File: config.mk
export PLATFORM = sky130hd
export DESIGN_NAME = mbw_top
export DESIGN_NICKNAME = d
export VERILOG_FILES = /design/src/verilog/mbw_pkg.sv /design/src/verilog/mbw_top.sv
export SDC_FILE = /design/constraint.sdc
export NUM_CORES = 1
export LEC_CHECK = 0
export BUFFER_PORTS_ARGS = -buffer_cell sky130_fd_sc_hd__buf_2
export CORE_UTILIZATION = 25
export DETAILED_ROUTE_END_ITERATION = 12
export SLEW_MARGIN = 0
export SYNTH_ARGS = -nofsm -noshare
export SYNTH_HDL_FRONTEND = slang
export SYNTH_SLANG_ARGS = --single-unit
File: constraint.sdc
create_clock -name clk_i -period 6.2 [get_ports clk_i]
set_input_delay 0.93 -clock clk_i [delete_from_list [all_inputs] [get_ports clk_i]]
set_output_delay 0.93 -clock clk_i [all_outputs]
set_load 0.02 [all_outputs]
File: src/verilog/mbw_pkg.sv
// package: constants and types for the boot and runtime watchdog
package mbw_pkg;
   // time base
   localparam int unsigned CLK_HZ       = 40000000;
   localparam int unsigned TICK_MS      = 1;
   localparam int unsigned TICK_CYC     = CLK_HZ / 1000 * TICK_MS;
   // register byte offsets
   localparam logic [7:0] OFS_BOOT_CFG  = 8'h00;
   localparam logic [7:0] OFS_RT_CFG    = 8'h04;
   localparam logic [7:0] OFS_STG_CFG   = 8'h08;
   localparam logic [7:0] OFS_TRIGGER   = 8'h0C;
   localparam logic [7:0] OFS_STATUS    = 8'h10;
   localparam logic [7:0] OFS_CONTROL   = 8'h14;
   // reset values
   localparam logic [31:0] RST_BOOT_CFG = 32'h0000_0000;
   localparam logic [31:0] RST_RT_CFG   = 32'h0000_0000;
   localparam logic [31:0] RST_STG_CFG  = 32'h0000_0001;
   // axi responses
   localparam logic [1:0] RESP_OKAY     = 2'h0;
   localparam logic [1:0] RESP_SLVERR   = 2'h2;
   // boot_cfg fields
   localparam int unsigned BOOT_TO_LSB  = 0;
   localparam int unsigned BOOT_PAUSE_BIT = 4;
   // rt_cfg fields
   localparam int unsigned RT_MODE_LSB  = 0;
   localparam int unsigned RT_DELAY_LSB = 4;
   localparam int unsigned RT_ACPI_BIT  = 8;
   // stg_cfg fields: per stage 4 bits timeout, 2 bits event
   localparam int unsigned STG_TO_LSB   = 0;
   localparam int unsigned STG_EV_LSB   = 4;
   localparam int unsigned STG_STRIDE   = 8;
   // control bits (self clearing strobes / levels)
   localparam int unsigned CTL_POST_BIT  = 0;
   localparam int unsigned CTL_WAIT_BIT  = 1;
   localparam int unsigned CTL_OSARM_BIT = 2;

   typedef enum logic [1:0] {
      MBW_MODE_OFF    = 2'b00,
      MBW_MODE_ONCE   = 2'b01,
      MBW_MODE_SINGLE = 2'b10,
      MBW_MODE_REPEAT = 2'b11
   } mbw_mode_e;

   typedef enum logic [1:0] {
      MBW_EV_NONE  = 2'b00,
      MBW_EV_ACPI  = 2'b01,
      MBW_EV_RESET = 2'b10,
      MBW_EV_PWRB  = 2'b11
   } mbw_event_e;

   typedef enum logic [2:0] {
      MBW_RT_IDLE  = 3'b000,
      MBW_RT_DELAY = 3'b001,
      MBW_RT_RUN   = 3'b010,
      MBW_RT_DONE  = 3'b011
   } mbw_rt_state_e;

   typedef struct packed {
      logic sys_reset;
      logic pwr_button;
      logic acpi_overtemp;
      logic acpi_fatal;
   } mbw_action_s;

   typedef struct packed {
      logic        valid;
      logic [7:0]  addr;
   } mbw_addr_s;

   // millisecond tables; index 0 is the disabled/none entry for boot and delay, 1 s for stages
   function automatic logic [20:0] mbw_boot_ms(input logic [3:0] s);
      unique case (s)
         4'h1:    mbw_boot_ms = 21'd30000;
         4'h2:    mbw_boot_ms = 21'd60000;
         4'h3:    mbw_boot_ms = 21'd120000;
         4'h4:    mbw_boot_ms = 21'd300000;
         4'h5:    mbw_boot_ms = 21'd600000;
         4'h6:    mbw_boot_ms = 21'd1800000;
         default: mbw_boot_ms = 21'd0;
      endcase
   endfunction

   function automatic logic [20:0] mbw_delay_ms(input logic [3:0] s);
      unique case (s)
         4'h1:    mbw_delay_ms = 21'd10000;
         4'h2:    mbw_delay_ms = 21'd30000;
         4'h3:    mbw_delay_ms = 21'd60000;
         4'h4:    mbw_delay_ms = 21'd120000;
         4'h5:    mbw_delay_ms = 21'd300000;
         4'h6:    mbw_delay_ms = 21'd600000;
         4'h7:    mbw_delay_ms = 21'd1800000;
         default: mbw_delay_ms = 21'd0;
      endcase
   endfunction

   // stage timeouts: codes 0..9, out-of-range codes clamp to 1 s
   function automatic logic [20:0] mbw_stage_ms(input logic [3:0] s);
      unique case (s)
         4'h1:    mbw_stage_ms = 21'd2000;
         4'h2:    mbw_stage_ms = 21'd5000;
         4'h3:    mbw_stage_ms = 21'd10000;
         4'h4:    mbw_stage_ms = 21'd30000;
         4'h5:    mbw_stage_ms = 21'd60000;
         4'h6:    mbw_stage_ms = 21'd120000;
         4'h7:    mbw_stage_ms = 21'd300000;
         4'h8:    mbw_stage_ms = 21'd600000;
         4'h9:    mbw_stage_ms = 21'd1800000;
         default: mbw_stage_ms = 21'd1000;
      endcase
   endfunction
endpackage

File: src/verilog/mbw_top.sv
// boot and runtime watchdog with axi4-lite register slave
// Summary of operation
// - boot timeout: off, 30s, 1/2/5/10/30 min
// - boot counts during self test, resets on expiry
// - pause option halts boot count during prompts
// - runtime modes: off, one-time, single, repeated
// - one-time mode disables on first trigger
// - single mode: each stage once, then off
// - repeated mode: last stage repeats until reset
// - runtime armed just before os boot
// - start delay: none, 10s .. 30 min
// - stage one action: acpi, reset or button
// - stages two, three: off, acpi, reset, button
// - stage one timeout: 1s .. 30 min
// - stages two, three use same timeouts
// - acpi action selects shutdown or restart
// - shutdown delivered as over-temperature notice
// - restart delivered as acpi fatal error
// - no nmi action exists
//
// Chosen here: the placing of the registers and the AXI4-Lite register port.
`timescale 1ns/1ps
`default_nettype none
module mbw_top
   import mbw_pkg::*;
#(
   parameter int unsigned TICK_CYCLES = TICK_CYC
) (
   // clock and reset
   input  wire logic                 clk_i,
   input  wire logic                 rstn_i,
   input  wire logic                 ce_i,
   // axi4-lite write
   input  wire logic                 s_awvalid_i,
   output logic                      s_awready_o,
   input  wire logic [7:0]           s_awaddr_i,
   input  wire logic                 s_wvalid_i,
   output logic                      s_wready_o,
   input  wire logic [31:0]          s_wdata_i,
   input  wire logic [3:0]           s_wstrb_i,
   output logic                      s_bvalid_o,
   input  wire logic                 s_bready_i,
   output logic [1:0]                s_bresp_o,
   // axi4-lite read
   input  wire logic                 s_arvalid_i,
   output logic                      s_arready_o,
   input  wire logic [7:0]           s_araddr_i,
   output logic                      s_rvalid_o,
   input  wire logic                 s_rready_i,
   output logic [31:0]               s_rdata_o,
   output logic [1:0]                s_rresp_o,
   // watchdog actions, one-cycle pulses
   output mbw_pkg::mbw_action_s      action_o
);
   import mbw_pkg::*;

   // axi write path: address and data captured independently
   mbw_addr_s   aw_reg;
   logic        w_have_reg;
   logic [31:0] wdata_reg;
   logic [3:0]  wstrb_reg;
   logic        bvalid_reg;
   logic        bvalid_next;
   logic [1:0]  bresp_reg;
   logic        rvalid_reg;
   logic [31:0] rdata_reg;
   logic [1:0]  rresp_reg;

   logic [31:0] boot_cfg_reg;
   logic [31:0] rt_cfg_reg;
   logic [31:0] stg_cfg_reg;
   logic        post_reg;
   logic        wait_reg;

   wire  do_write = aw_reg.valid && w_have_reg && !bvalid_reg;
   wire  wr_boot  = do_write && aw_reg.addr == OFS_BOOT_CFG;
   wire  wr_rt    = do_write && aw_reg.addr == OFS_RT_CFG;
   wire  wr_stg   = do_write && aw_reg.addr == OFS_STG_CFG;
   wire  wr_trig  = do_write && aw_reg.addr == OFS_TRIGGER;
   wire  wr_ctl   = do_write && aw_reg.addr == OFS_CONTROL;
   wire  wr_ok    = wr_boot | wr_rt | wr_stg | wr_trig | wr_ctl;
   wire  [31:0] wmask = {{8{wstrb_reg[3]}}, {8{wstrb_reg[2]}},
                         {8{wstrb_reg[1]}}, {8{wstrb_reg[0]}}};

   assign s_awready_o = ce_i && !aw_reg.valid;
   assign s_wready_o  = ce_i && !w_have_reg;
   assign s_arready_o = ce_i && !rvalid_reg;
   assign s_bvalid_o  = bvalid_reg;
   assign s_bresp_o   = bresp_reg;
   assign s_rvalid_o  = rvalid_reg;
   assign s_rdata_o   = rdata_reg;
   assign s_rresp_o   = rresp_reg;
   assign bvalid_next = do_write || (bvalid_reg && !s_bready_i);

   function automatic logic [31:0] merge(input logic [31:0] old_v,
                                         input logic [31:0] new_v,
                                         input logic [31:0] m);
      merge = (old_v & ~m) | (new_v & m);
   endfunction

   // millisecond tick from the free-running time base
   logic [31:0] pre_reg;
   wire         tick = (pre_reg == TICK_CYCLES - 1);

   // boot watchdog
   logic [20:0] boot_cnt_reg;
   wire  [3:0]  boot_sel   = boot_cfg_reg[BOOT_TO_LSB +: 4];
   wire  [20:0] boot_lim   = mbw_boot_ms(boot_sel);
   wire         boot_pause = boot_cfg_reg[BOOT_PAUSE_BIT] && wait_reg;
   wire         boot_run   = post_reg && boot_lim != 21'd0 && !boot_pause;
   wire         boot_exp   = boot_run && tick
                             && boot_cnt_reg == boot_lim - 21'd1;

   // runtime watchdog
   mbw_rt_state_e st_reg;
   logic [1:0]    stage_reg;
   logic [20:0]   cnt_reg;
   wire mbw_mode_e mode = mbw_mode_e'(rt_cfg_reg[RT_MODE_LSB +: 2]);
   wire  [3:0]  dly_sel  = rt_cfg_reg[RT_DELAY_LSB +: 4];
   wire  [20:0] dly_lim  = mbw_delay_ms(dly_sel);
   wire  [7:0]  stg_fld  = stg_cfg_reg[stage_reg * STG_STRIDE +: 8];
   wire  [20:0] stg_lim  = mbw_stage_ms(stg_fld[STG_TO_LSB +: 4]);
   wire  mbw_event_e ev  = mbw_event_e'(stg_fld[STG_EV_LSB +: 2]);
   // stage one never takes the none code; it falls back to acpi
   wire  mbw_event_e ev_eff = (stage_reg == 2'd0 && ev == MBW_EV_NONE)
                              ? MBW_EV_ACPI : ev;
   wire  [1:0]  nxt_stage = stage_reg + 2'd1;
   wire  [3:0]  nxt_ev    = 4'(stg_cfg_reg[nxt_stage * STG_STRIDE
                                           + STG_EV_LSB +: 2]);
   wire         has_next  = stage_reg != 2'd2 && nxt_ev != 4'h0;
   // arm comes from the latched word; the live bus may already be released
   wire         arm       = wr_ctl && wstrb_reg[0]
                            && wdata_reg[CTL_OSARM_BIT];
   wire         trig      = wr_trig && wstrb_reg[0]
                            && st_reg == MBW_RT_RUN;
   wire         stg_exp   = st_reg == MBW_RT_RUN && tick && !trig
                            && cnt_reg == stg_lim - 21'd1;
   wire         dly_done  = st_reg == MBW_RT_DELAY && tick
                            && cnt_reg >= dly_lim - 21'd1;

   // read decode; unmapped offsets answer with an error and zero data
   wire  [7:0]  rd_addr   = {s_araddr_i[7:2], 2'b00};
   wire  [31:0] status_w  = {25'h0, 3'(st_reg), stage_reg, 1'b0, post_reg};
   wire  [31:0] ctl_w     = {30'h0, wait_reg, post_reg};
   wire         rd_hit    = rd_addr == OFS_BOOT_CFG || rd_addr == OFS_RT_CFG
                            || rd_addr == OFS_STG_CFG
                            || rd_addr == OFS_TRIGGER
                            || rd_addr == OFS_STATUS
                            || rd_addr == OFS_CONTROL;
   wire  [31:0] rd_word   = rd_addr == OFS_BOOT_CFG ? boot_cfg_reg
                          : rd_addr == OFS_RT_CFG   ? rt_cfg_reg
                          : rd_addr == OFS_STG_CFG  ? stg_cfg_reg
                          : rd_addr == OFS_STATUS   ? status_w
                          : rd_addr == OFS_CONTROL  ? ctl_w
                          : 32'h0;

   // the only actions are acpi, reset and button; no nmi path exists
   mbw_action_s act_reg;

   always_ff @(posedge clk_i) begin
      if (!rstn_i) begin
         aw_reg       <= '0;
         w_have_reg   <= 1'b0;
         wdata_reg    <= '0;
         wstrb_reg    <= '0;
         bvalid_reg   <= 1'b0;
         bresp_reg    <= RESP_OKAY;
         rvalid_reg   <= 1'b0;
         rdata_reg    <= '0;
         rresp_reg    <= RESP_OKAY;
      end else if (ce_i) begin
         if (s_awvalid_i && s_awready_o) begin
            aw_reg <= '{valid: 1'b1, addr: {s_awaddr_i[7:2], 2'b00}};
         end
         if (s_wvalid_i && s_wready_o) begin
            w_have_reg <= 1'b1;
            wdata_reg  <= s_wdata_i;
            wstrb_reg  <= s_wstrb_i;
         end
         if (do_write) begin
            aw_reg.valid <= 1'b0;
            w_have_reg   <= 1'b0;
            bresp_reg    <= wr_ok ? RESP_OKAY : RESP_SLVERR;
         end
         bvalid_reg <= bvalid_next;
         if (s_arvalid_i && s_arready_o) begin
            rvalid_reg <= 1'b1;
            rresp_reg  <= rd_hit ? RESP_OKAY : RESP_SLVERR;
            rdata_reg  <= rd_word;
         end else if (rvalid_reg && s_rready_i) begin
            rvalid_reg <= 1'b0;
         end
      end
   end

   // configuration; control levels take effect only through byte lane 0
   always_ff @(posedge clk_i) begin
      if (!rstn_i) begin
         boot_cfg_reg <= RST_BOOT_CFG;
         rt_cfg_reg   <= RST_RT_CFG;
         stg_cfg_reg  <= RST_STG_CFG;
         post_reg     <= 1'b0;
         wait_reg     <= 1'b0;
      end else if (ce_i) begin
         if (wr_boot) boot_cfg_reg <= merge(boot_cfg_reg, wdata_reg, wmask);
         if (wr_rt)   rt_cfg_reg   <= merge(rt_cfg_reg, wdata_reg, wmask);
         if (wr_stg)  stg_cfg_reg  <= merge(stg_cfg_reg, wdata_reg, wmask);
         if (wr_ctl && wstrb_reg[0]) begin
            post_reg <= wdata_reg[CTL_POST_BIT];
            wait_reg <= wdata_reg[CTL_WAIT_BIT];
         end
      end
   end

   // prescaler; every timer advances only on its tick
   always_ff @(posedge clk_i) begin
      if (!rstn_i) begin
         pre_reg <= '0;
      end else if (ce_i) begin
         pre_reg <= tick ? 32'h0 : pre_reg + 32'h1;
      end
   end

   // boot timer holds its count while paused; clearing post restarts it
   always_ff @(posedge clk_i) begin
      if (!rstn_i) begin
         boot_cnt_reg <= '0;
      end else if (ce_i) begin
         if (!post_reg) begin
            boot_cnt_reg <= '0;
         end else if (boot_run && tick) begin
            boot_cnt_reg <= boot_exp ? 21'd0 : boot_cnt_reg + 21'd1;
         end
      end
   end

   // runtime sequencing; reset of the system clears everything
   always_ff @(posedge clk_i) begin
      if (!rstn_i) begin
         st_reg    <= MBW_RT_IDLE;
         stage_reg <= 2'd0;
         cnt_reg   <= '0;
         act_reg   <= '0;
      end else if (ce_i) begin
         act_reg <= '0;
         if (boot_exp) begin
            act_reg.sys_reset <= 1'b1;
         end
         unique case (st_reg)
            MBW_RT_IDLE: begin
               if (arm && mode != MBW_MODE_OFF) begin
                  st_reg    <= MBW_RT_DELAY;
                  stage_reg <= 2'd0;
                  cnt_reg   <= '0;
               end
            end
            MBW_RT_DELAY: begin
               if (dly_done || dly_lim == 21'd0) begin
                  st_reg  <= MBW_RT_RUN;
                  cnt_reg <= '0;
               end else if (tick) begin
                  cnt_reg <= cnt_reg + 21'd1;
               end
            end
            MBW_RT_RUN: begin
               if (trig) begin
                  stage_reg <= 2'd0;
                  cnt_reg   <= '0;
                  if (mode == MBW_MODE_ONCE) begin
                     st_reg <= MBW_RT_DONE;
                  end
               end else if (stg_exp) begin
                  cnt_reg <= '0;
                  unique case (ev_eff)
                     MBW_EV_ACPI: begin
                        act_reg.acpi_overtemp <= ~rt_cfg_reg[RT_ACPI_BIT];
                        act_reg.acpi_fatal    <= rt_cfg_reg[RT_ACPI_BIT];
                     end
                     MBW_EV_RESET: act_reg.sys_reset  <= 1'b1;
                     MBW_EV_PWRB:  act_reg.pwr_button <= 1'b1;
                     default: ;
                  endcase
                  if (has_next) begin
                     stage_reg <= nxt_stage;
                  end else if (mode != MBW_MODE_REPEAT) begin
                     st_reg <= MBW_RT_DONE;
                  end
                  // repeat mode stays on the last stage
               end else if (tick) begin
                  cnt_reg <= cnt_reg + 21'd1;
               end
            end
            MBW_RT_DONE: ;
            default: st_reg <= MBW_RT_IDLE;
         endcase
      end
   end

   assign action_o = act_reg;
endmodule
`default_nettype wire

==> reports/summary.txt, run 1 <==
Hold Vio Cnt, Final: 0
layout cells sized above 1: 0.111
Post-Layout Cell Count: 2546
HP Start: action_o[0]$_SDFFE_PN0P_
CTS tree: built
clock buffer count from CTS: 28
slew margin rel.: 0.229
Synth Area in Simple Gates: 0.264
CTS HTree Levels: 1
Resized Gates After CTS: 0
via count: 12500
RePlAce Congestion: 0.840
commonest cells in the netlist: nand2_1, dfxtp_1, a21boi_0
Iter 0 DRT Violations: 876
antenna viol nets, final: 0
worst r2r src: stage_reg[0]$_SDFFE_PN0P_
hold path endpoint: action_o[0]$_SDFFE_PN0P_
Tot Pwr: 3.56 mW
Syn-to-layout area delta: 14.1%
count of cell types in the netlist: 81
crit share post-route: 0.783
count leader, synth: nand2_1
vias in the first global route: 12100
YS warnings: 0
clock buffer depth: 3
flop-to-flop setup slack: 1350 ps
placement row count: 86
ys async rst share: 0
# Post-CTS Setup Buffers: 0
Die ar.: 0.0573 mm^2
Worst Tran Pin Value: 1160 ps
placed cell count: 2497
DP Area: 0.0152 mm^2
final non-filler cell area: 0.0161 mm^2
first-pass GRT wire length: 64.3 mm
Reg2Reg Depth: 15
per-cell routed wire length: 15.6 um
Setup Skew: 23.0 ps
Fillers: 5882
routed wire length: 39.8 mm
hold_buf cts: 0
via/cell ratio: 4.90
Seq/Total Area, Yosys: 0.369
core box area: 0.0554 mm^2
later-pin clock latency in the skew report: 570 ps
worst path arrival time: 5280 ps
#FFs+latches synth: 260
Area contributors post-synth: dfxtp_1, nand2_1, a21boi_0
Max IR drop VDD: 0.186 mV
CP Capture Type: flop
antenna violations before repair: 2
unrepaired setup endpoints after global routing: false
compound-cell area share of the yosys netlist: 0.196
main combinational cell family by area after synthesis: simple AND/OR/NAND/NOR gates
drt pass-1 iters: 7
WS Path Type: reg2reg
CP Launch Type: flop
max frequency: 206 MHz
Most used DFF post-synth: dfxtp_1
Syn Inst Count: 1758
Setup TNS: 0 ps
pin count of the biggest net entering global routing: 140
CTS root buf: clkbuf_16
number of flops mapped to enable cells by yosys: 0
Reg clk slew, reported paths: 70 ps
Pwr Density: 221 mW/mm^2
starting density of the core: 0.254
Die X: 239 um
Required @ worst endpoint: 6630 ps
Tot GR Track Use: 0.138
Util after Layout: 0.290
area leader, netlist: dfxtp_1
clk sinks: 260
Final Critical Period: 4850 ps
IO Pins: 105
hold depth: 2
final setup vio count: 0
die height: 239 um
Post-Synth Adder-Cell Area: 0.0328
status: finished clean
final slew viol count: 0
Cell Area, Synth: 0.0141 mm^2
NumNets Final: 1876
Mean Syn Cell Area: 8.02 um^2
Leakage: 5.76 nW
Remaining DRCs: 0
PortBufs: 98
Max Cap Viol: 0
XOR/XNOR Fraction of Synth Area: 0.0452
grt ovf: 0
proportion of synthesized area in mux cells: 0.0488
Hold Path Class: reg2reg
reg2reg end: cnt_reg[3]$_SDFFE_PN0P_
HPWL Detailed: 27.9 mm
CP Max Fanout: 19
ANT cells: 0
Synth top area share: 0.369
## per-stage QoR
step           setup WS (ps)  hold WS [ps]
2_1_floorplan           2210           443
3_3_place_gp            1440           447
3_5_place_dp            1400           447
4_1_cts                 1360           462
5_1_grt                  944           482
6_report                1350           451
## layer usage
| layer | global-route usage | part of all wire |
|---|---|---|
| met1 | 0.177 | 0.46 |
| met2 | 0.237 | 0.47 |
| met3 | 0.0196 | 0.048 |
| met4 | 0.0414 | 0.026 |
| met5 | 0 | 0 |
## worst max-delay path, cell delays in order (launching register included)
cell	delay (ps)
dfxtp_1	880
mux4_2	740
inv_1	230
ha_1	200
or2_2	150
nand2b_1	70
ha_1	220
xor2_1	200
o21ai_0	200
a211o_1	160
o2111ai_1	100
or3_1	390
a2111o_1	300
o21a_4	290
o21ai_4	400
o211ai_1	160
## final cells by class
type / count / area [um^2] / share of cell area
flip-flops and latches: 260 / 5200 / 0.324
clock inverters: 9 / 97.6 / 0.00607
clock buffers: 40 / 827 / 0.0514
repair buffers: 113 / 606 / 0.0376
inverters: 28 / 105 / 0.00653
multi-input cells: 1348 / 8310 / 0.517
well taps: 748 / 936 / 0.0582
## how the worst max path moves through the flow
stage	start	to	slack (ps)
floorplan	flop	cnt_reg[10]$_SDFFE_PN0P_	2210
global placement	stage_reg[0]$_SDFFE_PN0P_	cnt_reg[3]$_SDFFE_PN0P_	1440
detailed placement	stage_reg[0]$_SDFFE_PN0P_	cnt_reg[3]$_SDFFE_PN0P_	1400
CTS	stage_reg[0]$_SDFFE_PN0P_	cnt_reg[3]$_SDFFE_PN0P_	1360
global route	stage_reg[0]$_SDFFE_PN0P_	cnt_reg[3]$_SDFFE_PN0P_	940
finish	stage_reg[0]$_SDFFE_PN0P_	cnt_reg[3]$_SDFFE_PN0P_	1350
## kinds of logic after synthesis
family,Yosys count
AO/OA/AOI/OAI,386
adder cells (fa/ha/maj),37
multiplexers,58
other,1
buffers and inverters,151
AND/OR/NAND/NOR,794
XOR/XNOR,71
flip-flops,260
## report_power, final
part | switching (mW) | internal (mW) | leakage, nW
clock network | 0.718 | 0.970 | 0.448
logic | 0.101 | 0.0580 | 3.21
registers | 0.0257 | 1.69 | 2.10
## layout by cell type (no fill, tap or decap), types with 12 or more instances in the layout
| cell | instances |
|---|---|
| a21boi_0 | 136 |
| a21oi_1 | 44 |
| a22oi_1 | 27 |
| and2_1 | 18 |
| and3_1 | 14 |
| buf_2 | 97 |
| buf_4 | 16 |
| clkbuf_16 | 29 |
| dfxtp_1 | 260 |
| ha_1 | 37 |
| inv_1 | 27 |
| mux2i_1 | 47 |
| nand2_1 | 335 |
| nand2b_1 | 13 |
| nand3_1 | 134 |
| nand4_1 | 26 |
| nor2_1 | 107 |
| nor2b_1 | 55 |
| nor3_1 | 30 |
| nor4_1 | 12 |
| o21ai_0 | 58 |
| o221ai_1 | 12 |
| xnor2_1 | 28 |
| xor2_1 | 42 |
Note: power is estimated with default switching activity, not from simulation.
==> run 2: changes to the inputs <==
clock period = 4.5 ns   (was 6.2 ns; I/O delays follow)
==> reports/summary.txt, run 2 (synthesis results as in run 1) <==
Iter 0 DRT Violations: 891 (was 876)
PortBufs: 98 (unchanged)
first-pass GRT wire length: 65.1 mm (was 64.3 mm)
die height: 239 um (unchanged)
most frequent cells in the layout: nand2_1, dfxtp_1, a21boi_0 (unchanged)
CP cell instances: mux4_2 > inv_1 > ha_1 > or2_2 > nand2b_1 > ha_1 > xor2_1 > o21ai_0 > a211o_1 > o2111ai_1 > or3_1 > a2111o_1 > o21a_4 > o311ai_0 > o21ai_1 (was mux4_2 > inv_1 > ha_1 > or2_2 > nand2b_1 > ha_1 > xor2_1 > o21ai_0 > a211o_1 > o2111ai_1 > or3_1 > a2111o_1 > o21a_4 > o21ai_4 > o211ai_1)
Die ar.: 0.0573 mm^2 (unchanged)
Slowest cell on crit path: mux4_2 (was dfxtp_1)
CTS root buf: clkbuf_16 (unchanged)
Pwr Density: 309 mW/mm^2 (was 221 mW/mm^2)
placement row count: 86 (unchanged)
clock buffer depth: 3 (unchanged)
HPWL Detailed: 28.9 mm (was 27.9 mm)
via count: 12600 (was 12500)
drt pass-1 iters: 7 (unchanged)
final non-filler cell area: 0.0164 mm^2 (was 0.0161 mm^2)
antenna viol nets, final: 0 (unchanged)
Setup TNS: 0 ps (unchanged)
vias in the first global route: 12000 (was 12100)
ANT cells: 0 (unchanged)
Syn-to-layout area delta: 16.1% (was 14.1%)
Max Cap Viol: 0 (unchanged)
per-cell routed wire length: 15.7 um (was 15.6 um)
flop-to-flop setup slack: 440 ps (was 1350 ps)
worst slack, placed: 291 ps (was 1400 ps)
placed cell count: 2522 (was 2497)
slew margin rel.: 0.322 (was 0.229)
worst hold slack: 367 ps (was 451 ps)
Required @ worst endpoint: 4930 ps (was 6630 ps)
Fillers: 5882 (unchanged)
CP peak stage delay: 640 ps (was 880 ps)
antenna violations before repair: 1 (was 2)
Reg2Reg Depth: 15 (unchanged)
Hold Path Class: in2reg (was reg2reg)
most frequent CP cell: ha_1 (unchanged)
routed wire length: 40.4 mm (was 39.8 mm)
final worst setup slack: 443 ps (was 1350 ps)
via/cell ratio: 4.88 (was 4.90)
commonest non-fill, non-tap cell in the layout: nand2_1 (unchanged)
CP Capture Type: flop (unchanged)
CTS tree: built (unchanged)
final slew viol count: 0 (unchanged)
Tot GR Track Use: 0.140 (was 0.138)
Setup Skew: 18.3 ps (was 23.0 ps)
core box area: 0.0554 mm^2 (unchanged)
status: finished clean (unchanged)
WS Path Type: reg2reg (unchanged)
Worst Tran Pin Value: 1010 ps (was 1160 ps)
Hold Vio Cnt, Final: 0 (unchanged)
CP Max Fanout: 17 (was 19)
NumNets Final: 1903 (was 1876)
RePlAce Congestion: 0.878 (was 0.840)
Die X: 239 um (unchanged)
hold_buf cts: 0 (unchanged)
unrepaired setup endpoints after global routing: false (unchanged)
CP Launch Type: flop (unchanged)
Reg clk slew, reported paths: 60 ps (was 70 ps)
later-pin clock latency in the skew report: 560 ps (was 570 ps)
pin count of the biggest net entering global routing: 79 (was 140)
worst path arrival time: 4490 ps (was 5280 ps)
Final Critical Period: 4060 ps (was 4850 ps)
Tot Pwr: 5.06 mW (was 3.56 mW)
layout cells sized above 1: 0.126 (was 0.111)
max frequency: 246 MHz (was 206 MHz)
starting density of the core: 0.254 (unchanged)
DP Area: 0.0153 mm^2 (was 0.0152 mm^2)
Util after Layout: 0.295 (was 0.290)
clk sinks: 260 (unchanged)
Post-Layout Cell Count: 2575 (was 2546)
grt ovf: 0 (unchanged)
clock buffer count from CTS: 29 (was 28)
crit share post-route: 0.902 (was 0.783)
Leakage: 5.94 nW (was 5.76 nW)
Max IR drop VDD: 0.318 mV (was 0.186 mV)
Remaining DRCs: 0 (unchanged)
IO Pins: 105 (unchanged)
final setup vio count: 0 (unchanged)
CTS HTree Levels: 1 (unchanged)
hold depth: 3 (was 2)
==> run 2: changes by cell type in the layout (fill, tap and decap cells not counted) <==
cell | before | now
clkbuf_8 | 6 | 5
buf_12 | 0 | 1
clkbuf_1 | 5 | 3
clkinv_8 | 1 | 0
dfxtp_2 | 0 | 1
inv_6 | 0 | 2
bufinv_16 | 1 | 4
clkinv_2 | 2 | 6
clkinv_4 | 3 | 2
dfxtp_1 | 260 | 259
clkinvlp_4 | 2 | 1
buf_4 | 16 | 41
==> run 2: what timing repair did <==
item / 4_1_cts / 5_1_grt
resized for setup: 0 / 1
setup buffers: 0 / 1
endpoints found under the setup margin: 0 / 12
==> run 2: area by class of cell <==
type                       count  area (um^2)  share of cell area
clock buffer                  37          806              0.0492
clock inverter                15          193              0.0118
inverter                      28          105             0.00642
multi-input combinational   1348         8310               0.508
sequential                   260         5210               0.318
tap                          748          936              0.0572
timing repair buffer         139          813              0.0497
==> run 2: final timing paths <==
check | from | end
min | s_wdata_i[21] | wdata_reg[21]$_SDFFE_PN0P_
max reg2reg | stage_reg[0]$_SDFFE_PN0P_ | cnt_reg[0]$_SDFFE_PN0P_
max | stage_reg[0]$_SDFFE_PN0P_ | cnt_reg[0]$_SDFFE_PN0P_
min reg2reg | flop | flop
==> run 2: worst max-delay path: cells and delay by family, from the launching register on <==
| kind | cells | cell delay, ps |
|---|---|---|
| compound gates | 7 | 1520 |
| mux | 1 | 640 |
| simple gates | 3 | 600 |
| flops | 1 | 420 |
| fa+ha+maj | 2 | 390 |
| xor+xnor | 1 | 210 |
| buf+inv | 1 | 130 |
==> run 2: metal layers <==
| metal | up-vias | share of wire | global-route usage |
|---|---|---|---|
| li1 | 6265 | - | - |
| met1 | 5996 | 0.47 | 0.185 |
| met2 | 263 | 0.47 | 0.239 |
| met3 | 46 | 0.034 | 0.0146 |
| met4 | 0 | 0.021 | 0.0389 |
| met5 | - | 0 | 0 |
==> run 2: report_power, final <==
group          switching [mW]  leakage (nW)  internal (mW)
combinational           0.142          3.35         0.0809
sequential             0.0331          2.10           2.33
clock                   0.986         0.494           1.49
total                    1.16          5.94           3.90
